<file path="config.mk">
export PLATFORM = sky130hd
export DESIGN_NAME = cts_charge_timer
export DESIGN_NICKNAME = d
export VERILOG_FILES = /design/src/logic/cts_pkg.sv /design/src/logic/cts_charge_timer.sv /design/src/logic/cts_sync.sv
export SDC_FILE = /design/constraint.sdc
export NUM_CORES = 1
export LEC_CHECK = 0
export BUFFER_PORTS_ARGS = -buffer_cell sky130_fd_sc_hd__buf_2
export CAP_MARGIN = 20
export CORE_MARGIN = 5
export CORE_UTILIZATION = 60
export CTS_CLUSTER_SIZE = 10
export DETAILED_ROUTE_END_ITERATION = 16
export GPL_TIMING_DRIVEN = 0
export HOLD_SLACK_MARGIN = 0.02
export PLACE_DENSITY_LB_ADDON = 0.15
export REMOVE_ABC_BUFFERS = 1
export SYNTH_ARGS = -nofsm -noshare
export SYNTH_HDL_FRONTEND = slang
export SYNTH_SLANG_ARGS = --single-unit
export TNS_END_PERCENT = 100
</file>
<file path="constraint.sdc">
create_clock -name clk -period 7.6 [get_ports clk]
set_input_delay 1.52 -clock clk [delete_from_list [all_inputs] [get_ports clk]]
set_output_delay 1.52 -clock clk [all_outputs]
set_load 0.05 [all_outputs]
</file>
<file path="src/logic/cts_pkg.sv">
// constants and carrier types for the charge termination and safety timer block
package cts_pkg;
  // clock and slow tick
  localparam int CLK_HZ = 40000000;
  localparam int TICK_S = 1;
  localparam int TICK_CYCLES = CLK_HZ * TICK_S;
  localparam int TICK_W = 26;
  localparam int TMR_W = 17;
  localparam int SYNC_STAGES = 3;

  // safety and top-off durations in their own units
  localparam int TRICKLE_HOURS = 1;
  localparam int PRE_LONG_HOURS = 2;
  localparam int PRE_SHORT_MIN = 30;
  localparam int FAST_5_HOURS = 5;
  localparam int FAST_8_HOURS = 8;
  localparam int FAST_12_HOURS = 12;
  localparam int FAST_24_HOURS = 24;
  localparam int TOPOFF_15_MIN = 15;
  localparam int TOPOFF_30_MIN = 30;
  localparam int TOPOFF_45_MIN = 45;

  // durations in slow ticks
  localparam logic [TMR_W-1:0] TRICKLE_TICKS = TMR_W'(TRICKLE_HOURS * 3600 / TICK_S);
  localparam logic [TMR_W-1:0] PRE_LONG_TICKS = TMR_W'(PRE_LONG_HOURS * 3600 / TICK_S);
  localparam logic [TMR_W-1:0] PRE_SHORT_TICKS = TMR_W'(PRE_SHORT_MIN * 60 / TICK_S);
  localparam logic [TMR_W-1:0] FAST_5_TICKS = TMR_W'(FAST_5_HOURS * 3600 / TICK_S);
  localparam logic [TMR_W-1:0] FAST_8_TICKS = TMR_W'(FAST_8_HOURS * 3600 / TICK_S);
  localparam logic [TMR_W-1:0] FAST_12_TICKS = TMR_W'(FAST_12_HOURS * 3600 / TICK_S);
  localparam logic [TMR_W-1:0] FAST_24_TICKS = TMR_W'(FAST_24_HOURS * 3600 / TICK_S);
  localparam logic [TMR_W-1:0] TOPOFF_15_TICKS = TMR_W'(TOPOFF_15_MIN * 60 / TICK_S);
  localparam logic [TMR_W-1:0] TOPOFF_30_TICKS = TMR_W'(TOPOFF_30_MIN * 60 / TICK_S);
  localparam logic [TMR_W-1:0] TOPOFF_45_TICKS = TMR_W'(TOPOFF_45_MIN * 60 / TICK_S);

  // setting codes
  localparam logic [1:0] FAST_SET_5H = 2'h0;
  localparam logic [1:0] FAST_SET_8H = 2'h1;
  localparam logic [1:0] FAST_SET_12H = 2'h2;
  localparam logic [1:0] FAST_SET_24H = 2'h3;
  localparam logic PRE_SET_2H = 1'h0;
  localparam logic [1:0] TOPOFF_OFF = 2'h0;
  localparam logic [1:0] TOPOFF_15M = 2'h1;
  localparam logic [1:0] TOPOFF_30M = 2'h2;

  // timer index
  localparam int TMR_TRICKLE = 0;
  localparam int TMR_PRE = 1;
  localparam int TMR_FAST = 2;
  localparam int NUM_TMR = 3;

  // charge phase, code equals the reported status
  typedef enum logic [2:0] {
    PH_IDLE = 3'h0,
    PH_TRICKLE = 3'h1,
    PH_PRE = 3'h2,
    PH_CC = 3'h3,
    PH_CV = 3'h4,
    PH_TOPOFF = 3'h6,
    PH_DONE = 3'h7
  } cts_phase_t;

  // analog comparator and loop indications, asynchronous to clk
  typedef struct packed {
    logic inputCurrentReg;
    logic inputVoltageReg;
    logic thermalReg;
    logic cvLoop;
    logic aboveRecharge;
    logic belowTermCurrent;
    logic aboveShortz;
    logic aboveLowv;
    logic chargeFault;
    logic supplementMode;
    logic chargeEnablePin_n;
  } cts_sense_t;

  // host configuration bits, same clock
  typedef struct packed {
    logic chargeEnableBit;
    logic terminationEnable;
    logic [1:0] topoffDuration;
    logic chargeEventMask;
    logic [1:0] fastChargeTimerSetting;
    logic prechargeTimerSetting;
    logic trickleTimerEnable;
    logic prechargeTimerEnable;
    logic fastTimerEnable;
    logic halfRateEnable;
    logic registerDefaultsRestore;
    logic fastTimerFlagClear;
  } cts_cfg_t;

  // status toward the host and the power stage
  typedef struct packed {
    logic [2:0] chargePhaseCode;
    logic batterySwitch;
    logic charging;
    logic fastTimerExpiredFlag;
    logic safetyTimerFault;
    logic halfRateActive;
  } cts_status_t;

  function automatic logic [TMR_W-1:0] fastLimit(input logic [1:0] sel);
    case (sel)
      FAST_SET_5H: fastLimit = FAST_5_TICKS;
      FAST_SET_8H: fastLimit = FAST_8_TICKS;
      FAST_SET_12H: fastLimit = FAST_12_TICKS;
      default: fastLimit = FAST_24_TICKS;
    endcase
  endfunction

  function automatic logic [TMR_W-1:0] topoffLimit(input logic [1:0] sel);
    case (sel)
      TOPOFF_15M: topoffLimit = TOPOFF_15_TICKS;
      TOPOFF_30M: topoffLimit = TOPOFF_30_TICKS;
      default: topoffLimit = TOPOFF_45_TICKS;
    endcase
  endfunction
endpackage

</file>
<file path="src/logic/cts_charge_timer.sv">
// charge termination, top-off timer and safety timers of the charger control
//
// Functional notes
// terminate: above recharge, CV loop, low current
// done opens switch; supplement closes it
// termination reports 111 and pulses alert
// regulation loops suppress termination temporarily
// disable before termination only; latched afterwards
// enabling termination applies to current cycle
// top-off keeps CV charging until expiry
// top-off suspends and halves with safety timer
// top-off reports 110, expiry 111 plus alert
// top-off clears on enable, termination, restore
// top-off duration sampled at termination
// termination disabled means top-off never starts
// alert on top-off start/expiry; mask suppresses
// fast timer expiry sets flag, pulses alert
// trickle 1h, pre 2h/0.5h, fast 12h
// enable bits gate timers; enabling restarts
// stage entry starts its safety timer
// regulation halves timer rate unless disabled
// half rate persists until regulation ends
// faults, supplement suspend; restart resets timers
// fast timer resets on restart, stage, setting
// pre/trickle timers reset on restart, transitions
// phase codes 000..111 as listed
// charge needs bit high, pin low
// slow tick; half rate skips alternate ticks
`timescale 1ns/1ps
module cts_charge_timer
  import cts_pkg::*;
#(
  parameter int TickCycles = TICK_CYCLES
) (
  // clock and reset
  input wire logic clk,
  input wire logic rst,
  // loop and comparator indications from the analog side
  input wire cts_sense_t sense,
  // host configuration
  input wire cts_cfg_t cfg,
  // status and alert
  output cts_status_t status,
  output logic hostAlert
);
  typedef struct packed {
    cts_phase_t phase;
    logic prevEnable;
    logic [NUM_TMR-1:0] prevTimerEn;
    logic [1:0] prevFastSet;
    logic prevPreSet;
    logic [TICK_W-1:0] tickCount;
    logic halfPhase;
    logic halfRate;
    logic termLatched;
    logic [TMR_W-1:0] topoffTarget;
    logic [TMR_W-1:0] topoffCount;
    logic [NUM_TMR-1:0][TMR_W-1:0] safetyCount;
    logic fastFlag;
    logic timerFault;
    logic alert;
    logic battSwitch;
    logic charging;
  } cts_state_t;

  cts_state_t st;
  cts_state_t next_st;
  cts_sense_t sn;

  ////////////////////////////////////////////////////////////////////////////////
  // pin and comparator synchronisation

  cts_sync #(
    .W($bits(cts_sense_t))
  ) u_sync (
    .clk(clk),
    .rst(rst),
    .din(sense),
    .dout(sn)
  );

  ////////////////////////////////////////////////////////////////////////////////
  // per-timer enable, stage and limit

  logic [NUM_TMR-1:0] timerEn;
  logic [NUM_TMR-1:0] stageIs;
  logic [NUM_TMR-1:0] setChange;
  logic [NUM_TMR-1:0] timerOn;
  logic [NUM_TMR-1:0] timerClr;
  logic [NUM_TMR-1:0] timerExpired;
  logic [NUM_TMR-1:0][TMR_W-1:0] timerLimit;

  assign timerEn = {cfg.fastTimerEnable, cfg.prechargeTimerEnable, cfg.trickleTimerEnable};
  // leaving a stage zeroes its timer, so entering it restarts it; CC and CV share the fast timer, so CC to CV keeps its count
  assign stageIs = {(st.phase == PH_CC) || (st.phase == PH_CV),
                    st.phase == PH_PRE,
                    st.phase == PH_TRICKLE};
  assign setChange = {cfg.fastChargeTimerSetting != st.prevFastSet,
                      cfg.prechargeTimerSetting != st.prevPreSet,
                      1'b0};
  assign timerLimit[TMR_TRICKLE] = TRICKLE_TICKS;
  assign timerLimit[TMR_PRE] = (cfg.prechargeTimerSetting == PRE_SET_2H) ? PRE_LONG_TICKS : PRE_SHORT_TICKS;
  assign timerLimit[TMR_FAST] = fastLimit(cfg.fastChargeTimerSetting);

  genvar g;
  generate
    for (g = 0; g < NUM_TMR; g++) begin : gTimer
      assign timerOn[g] = timerEn[g] && stageIs[g];

      assign timerClr[g] = !timerOn[g] || !st.prevTimerEn[g] || setChange[g];
      assign timerExpired[g] = timerOn[g] && (st.safetyCount[g] >= timerLimit[g]);
    end
  endgenerate

  ////////////////////////////////////////////////////////////////////////////////
  // next state

  logic chargeEn;
  logic restart;
  logic regActive;
  logic tick;
  logic suspend;
  logic advance;
  logic termHit;
  logic fastExpire;
  logic chargingNext;
  cts_phase_t stage;

  always_comb begin
    next_st = st;
    chargeEn = cfg.chargeEnableBit && !sn.chargeEnablePin_n;
    restart = chargeEn && !st.prevEnable;
    regActive = sn.inputCurrentReg || sn.inputVoltageReg || sn.thermalReg;
    suspend = sn.chargeFault || sn.supplementMode;
    next_st.prevEnable = chargeEn;
    next_st.prevTimerEn = timerEn;
    next_st.prevFastSet = cfg.fastChargeTimerSetting;
    next_st.prevPreSet = cfg.prechargeTimerSetting;

    // slow tick from the system clock
    tick = st.tickCount == TICK_W'(TickCycles - 1);
    next_st.tickCount = tick ? '0 : st.tickCount + 1'b1;

    // disabling half rate mid-regulation is deferred until the loop lets go
    next_st.halfRate = regActive && (cfg.halfRateEnable || st.halfRate);
    if (tick && !suspend && st.halfRate) begin
      next_st.halfPhase = !st.halfPhase;
    end
    // shared by safety and top-off counters so both stretch and stop together
    advance = tick && !suspend && (!st.halfRate || st.halfPhase);

    // stage picked by battery voltage and loop
    if (!sn.aboveShortz) begin
      stage = PH_TRICKLE;
    end else if (!sn.aboveLowv) begin
      stage = PH_PRE;
    end else if (sn.cvLoop) begin
      stage = PH_CV;
    end else begin
      stage = PH_CC;
    end

    // latched state keeps termination alive once it happened
    termHit = ((st.phase == PH_CC) || (st.phase == PH_CV)) && sn.aboveRecharge && sn.cvLoop &&
              sn.belowTermCurrent && !regActive && (cfg.terminationEnable || st.termLatched);

    // safety counters
    for (int i = 0; i < NUM_TMR; i++) begin
      if (timerClr[i]) begin
        next_st.safetyCount[i] = '0;
      end else if (advance && (st.safetyCount[i] < timerLimit[i])) begin
        next_st.safetyCount[i] = st.safetyCount[i] + 1'b1;
      end
    end
    fastExpire = timerExpired[TMR_FAST];

    if (!chargeEn) begin
      next_st.phase = PH_IDLE;
    end else if (restart) begin
      next_st.phase = stage;
      next_st.termLatched = 1'b0;
      next_st.timerFault = 1'b0;
      next_st.topoffCount = '0;
    end else begin
      case (st.phase)
        PH_TRICKLE, PH_PRE, PH_CC, PH_CV: begin
          if (|timerExpired) begin
            next_st.phase = PH_IDLE;
            next_st.timerFault = 1'b1;
          end else if (termHit) begin
            next_st.termLatched = 1'b1;
            next_st.topoffCount = '0;
            if (cfg.topoffDuration != TOPOFF_OFF) begin
              next_st.phase = PH_TOPOFF;
              next_st.topoffTarget = topoffLimit(cfg.topoffDuration);
            end else begin
              next_st.phase = PH_DONE;
            end
          end else begin
            next_st.phase = stage;
          end
        end
        PH_TOPOFF: begin
          if (cfg.registerDefaultsRestore) begin
            next_st.topoffCount = '0;
            next_st.phase = PH_DONE;
          end else if (advance) begin
            next_st.topoffCount = st.topoffCount + 1'b1;
            if (st.topoffCount + 1'b1 >= st.topoffTarget) begin
              next_st.phase = PH_DONE;
            end
          end
        end
        PH_DONE: begin
          // recharge starts a fresh cycle, dropping the termination latch
          if (!sn.aboveRecharge) begin
            next_st.phase = stage;
            next_st.termLatched = 1'b0;
          end
        end
        PH_IDLE: begin
          next_st.phase = PH_IDLE;
        end
        default: begin
          next_st.phase = PH_IDLE;
        end
      endcase
    end

    // every phase change is a charge-cycle event
    next_st.alert = ((next_st.phase != st.phase) && !cfg.chargeEventMask) || fastExpire;
    // set beats a simultaneous clear
    next_st.fastFlag = fastExpire || (st.fastFlag && !cfg.fastTimerFlagClear);

    chargingNext = (next_st.phase == PH_TRICKLE) || (next_st.phase == PH_PRE) || (next_st.phase == PH_CC) ||
                   (next_st.phase == PH_CV) || (next_st.phase == PH_TOPOFF);
    next_st.charging = chargingNext;
    next_st.battSwitch = chargingNext || sn.supplementMode;
  end

  always_ff @(posedge clk or posedge rst) begin
    if (rst) begin
      st <= '0;
    end else begin
      st <= next_st;
    end
  end

  ////////////////////////////////////////////////////////////////////////////////
  // outputs, all from state flops

  assign status.chargePhaseCode = st.phase;
  assign status.batterySwitch = st.battSwitch;
  assign status.charging = st.charging;
  assign status.fastTimerExpiredFlag = st.fastFlag;
  assign status.safetyTimerFault = st.timerFault;
  assign status.halfRateActive = st.halfRate;
  assign hostAlert = st.alert;
endmodule

</file>
<file path="src/logic/cts_sync.sv">
// three-stage input synchroniser that accepts a change once stages two and three agree
`timescale 1ns/1ps
module cts_sync
  import cts_pkg::*;
#(
  parameter int W = 1
) (
  // clock and reset
  input wire logic clk,
  input wire logic rst,
  // asynchronous input and filtered result
  input wire logic [W-1:0] din,
  output logic [W-1:0] dout
);
  typedef struct packed {
    logic [W-1:0] s1;
    logic [W-1:0] s2;
    logic [W-1:0] s3;
    logic [W-1:0] q;
  } cts_sync_state_t;

  cts_sync_state_t st;
  cts_sync_state_t next_st;

  always_comb begin
    next_st = st;
    next_st.s1 = din;
    next_st.s2 = st.s1;
    next_st.s3 = st.s2;
    // per bit: only a settled level is passed on, one-cycle glitches die here
    for (int i = 0; i < W; i++) begin
      if (st.s2[i] == st.s3[i]) begin
        next_st.q[i] = st.s3[i];
      end
    end
  end

  always_ff @(posedge clk or posedge rst) begin
    if (rst) begin
      st <= '0;
    end else begin
      st <= next_st;
    end
  end

  assign dout = st.q;
endmodule

</file>
==> metrics.csv <==
stage,metric,value,unit
critical_path,crit_path_start,cfg[7],
pwr,p_sw_share,26.6,%
routing,routed_wl,17200,µm
critical_path,required,7920,ps
routing,drt_iter0_markers,451,
critical_path,crit_top_cell,ha_1,
critical_path,endpoint,st[67]$_DFFE_PP0P_,
finish,nets,919,
pwr,clockPowerShare,45.6,%
global_routing,grt_use_total,22.2,%
routing,firstDrtPassIters,5,
critical_path,crit_type,in2reg,
floorplanning,die_w,127,µm
pwr,p_switching,491,µW
critical_path,path_cells,buf_2 -> inv_1 -> ha_1 -> ha_1 -> nand2b_1 -> a2111oi_2 -> o21ai_0 -> a21oi_2 -> nand2_1 -> a311o_1 -> or2_1 -> o41ai_1,
finish,fillers,1031,
pwr,ir_worst_vdd,0.167,mV
yosys,async_reset_ff_share,100,%
global_routing,first_global_vias,6153,
clock_network,clk_latency,430,ps
global_routing,overflow,0,
sta,finalSetupTns,0,ps
pwr,p_int,1360,µW
sta,period_needed,4740,ps
clock_network,clock_path_buffers,2,
floorplanning,initial_core_util,61.4,%
global_routing,grt_start_max_net_pins,99,
yosys,synth_edf_count,0,
pwr,pwr-share-comb,5.8,%
critical_path,crit_arrival,5060,ps
placed_design,portBuffers,35,
yosys,ys.flop_type,dfrtp_1,
routing,wl_met3,824,µm
clock_network,clk_pin_slew,70,ps
critical_path,critPathCaptureType,register,
yosys,synth-seq-cells,162,
finish,finalNonFillerCells,1040,
critical_path,cp-start-kind,primary input,
sta,finalHoldViolCount,0,
critical_path,reg2reg_from,st[113]$_DFF_PP0_,
status,run_status,"complete, no violations",
sta,rsz0062_at_grt,false,
sta,worst_clock_skew,10.1,ps
global_routing,antenna_found_initial,0,
routing,routed-via-count,6205,
yosys,synthCells,822,
floorplanning,rows,42,
clock_network,cts_tree,built,
placed_design,preCtsSetupSlack,2480,ps
clock_network,postCtsSetupBuffers,0,
placed_design,placed_cell_area,8500,µm²
sta,slew_headroom,41.4,%
routing,route.met2.wl,8600,µm
pwr,sequentialPowerShare,48.6,%
placed_design,place_congestion,0.931,
placed_design,dp_cells,1008,
sta,drv_slew,0,
routing,routed_via_density,5.97,
yosys,yosysSeqAreaShare,49.4,%
sta,max_freq,0.211,GHz
yosys,synth_cell_types,69,
job,cap_violations,0,
global_routing,grt_pass1_wl,29400,µm
routing,drcViolationCount,0,
yosys,netlist_area,8200,µm²
critical_path,reg2reg_depth,7,
floorplanning,ios,36,
critical_path,cp_max_fo,24,
hold_path,min-delay-start,u_sync.next_st[26]$_DFF_PP0_,
clock_network,numCtsBuffers,17,
routing,avgRoutedWirePerCell,16.5,µm
clock_network,root_buffer,clkbuf_16,
yosys,yosysWarnings,0,
clock_network,htree_levels,4,
yosys,synth_area_per_cell,9.98,µm²
pwr,p_per_area,203,nW/µm²
placed_design,dp_hpwl,11900,µm
finish,diodes,0,
sta,setup_viol,0,
finish,fin_area,9080,µm²
hold_path,hp-class,reg2reg,
floorplanning,core_area,13300,µm²
pwr,p_leak,0.00391,µW
critical_path,cpPeakStageDelay,610,ps
clock_network,cts_hold_buf,0,
routing,ant_nets,0,
finish,drive_gt1_share,9.84,%
sta,period_share,62.3,%
critical_path,r2r_slack,3760,ps
clock_network,cts_resized,0,
clock_network,clock-sinks,162,
routing,dr.max_layer_used,met4,
floorplanning,die-area,16100,µm²
sta,post-route-worst-setup-slack,2860,ps
finish,syn2layout_area_growth,10.8,%
floorplanning,dieHeight,127,µm
critical_path,cp_slowest_cell,a311o_1,
sta,worst_pin_slew,876,ps
routing,drt-met1-wl,7520,µm
critical_path,reg2reg_to,st[53]$_DFFE_PP0P_,
-- stage by stage --
step / total power, µW / hold slack [ps] / util (%)
after floorplan: 983 / 331 / -
after global placement: 1020 / 332 / 63.3
after detailed placement: 1020 / 335 / 63.6
after CTS: 1860 / 351 / 68.1
after global routing: 1910 / 359 / 68.1
final: 1850 / 349 / 68.1
-- power groups by stage --
stage	logic, µW	clock network (µW)	registers (µW)
4_1_cts	108	853	898
3_3_place_gp	102	0	914
6_report	107	842	898
2_1_floorplan	59.0	0	924
3_5_place_dp	107	0	914
5_1_grt	119	894	900
-- routing by layer --
metal	vias up	global-route usage [%]
met5	-	0
met2	169	36.6
li1	2979	-
met3	27	5.04
met4	0	6.62
met1	3030	29.4
-- cells in the mapped netlist, types with 2 or more instances --
library cell / n / share of area (%)
a21boi_0: 5 / 0.46
o21a_1: 6 / 0.55
ha_1: 41 / 6.3
clkbuf_1: 14 / 0.64
nor2b_1: 6 / 0.46
a31oi_1: 15 / 1.1
nand2_1: 64 / 2.9
o41ai_2: 2 / 0.40
nor4b_1: 2 / 0.21
buf_2: 3 / 0.18
xnor2_1: 32 / 3.4
nand2b_1: 13 / 0.99
or2_2: 4 / 0.31
or3_1: 8 / 0.61
nor3_1: 12 / 0.73
or4_1: 3 / 0.27
nor4_1: 8 / 0.61
a211oi_1: 4 / 0.37
nand3b_1: 2 / 0.18
nor2_1: 95 / 4.3
a211oi_2: 2 / 0.31
o2111ai_1: 3 / 0.32
and2_1: 6 / 0.46
o31a_1: 3 / 0.32
o31ai_1: 5 / 0.46
buf_4: 9 / 0.82
nor4_2: 2 / 0.31
o211ai_1: 4 / 0.37
nand4_1: 26 / 2.0
dfrtp_1: 162 / 49
and4_1: 7 / 0.75
a211o_1: 3 / 0.32
a2111oi_0: 2 / 0.21
inv_1: 41 / 1.9
nand3_1: 37 / 2.3
o22ai_1: 3 / 0.23
maj3_1: 11 / 1.3
xor2_1: 36 / 3.8
a21oi_1: 27 / 1.6
and3_1: 18 / 1.4
a21o_1: 2 / 0.18
o21ai_0: 47 / 2.9
-- worst min-delay path by stage --
| stage | slack, ps | endpoint | cells past startpoint |
|---|---|---|---|
| floorplan | 330 | u_sync.next_st[11]$_DFF_PP0_ | 0 |
| global placement | 330 | u_sync.next_st[14]$_DFF_PP0_ | 0 |
| detailed placement | 330 | u_sync.next_st[21]$_DFF_PP0_ | 0 |
| CTS | 350 | u_sync.next_st[21]$_DFF_PP0_ | 0 |
| global route | 360 | u_sync.next_st[19]$_DFF_PP0_ | 0 |
| finish | 350 | u_sync.next_st[15]$_DFF_PP0_ | 0 |
-- worst max-delay path, delay by kind of cell --
kind                       cells  cell delay, ps
AOI/OAI and AO/OA              5            2090
and+or+nand+nor                3             790
adders and majority gates      2             390
buffers and inverters          2             260
-- layout make-up --
cell class | count | area, µm² | share of cell area, %
clock buffer | 17 | 425 | 4.68
inverter | 41 | 159 | 1.75
timing repair buffer | 37 | 210 | 2.31
tap | 176 | 220 | 2.42
multi-input combinational | 592 | 3850 | 42.4
sequential | 162 | 4050 | 44.6
clock inverter | 15 | 163 | 1.79
-- layout by cell type, fill, tap and decap left out, types with 8 or more instances in the layout --
cell,n
a21oi_1,27
a31oi_1,15
and3_1,18
buf_2,35
clkbuf_16,17
dfrtp_1,162
ha_1,41
inv_1,40
maj3_1,11
nand2_1,64
nand2b_1,13
nand3_1,37
nand4_1,26
nor2_1,95
nor3_1,12
nor4_1,8
o21ai_0,47
or3_1,8
xnor2_1,32
xor2_1,36
-- state kept, by name, indices dropped and copies added (netlist names) --
| register | count |
|---|---|
| st | 109 |
| u_sync.next_st | 22 |
| u_sync.dout | 11 |
| u_sync.st | 11 |
| status | 8 |
| hostAlert | 1 |
-- kinds of logic after synthesis --
| group | Yosys count | share of synthesized area, % |
|---|---|---|
| compound gates | 148 | 11.9 |
| flops | 162 | 49.4 |
| simple gates | 323 | 20.1 |
| xor+xnor | 68 | 7.26 |
| mux | 1 | 0.122 |
| buf+inv | 68 | 3.59 |
| fa+ha+maj | 52 | 7.60 |
Note: power is estimated with default switching activity, not from simulation.
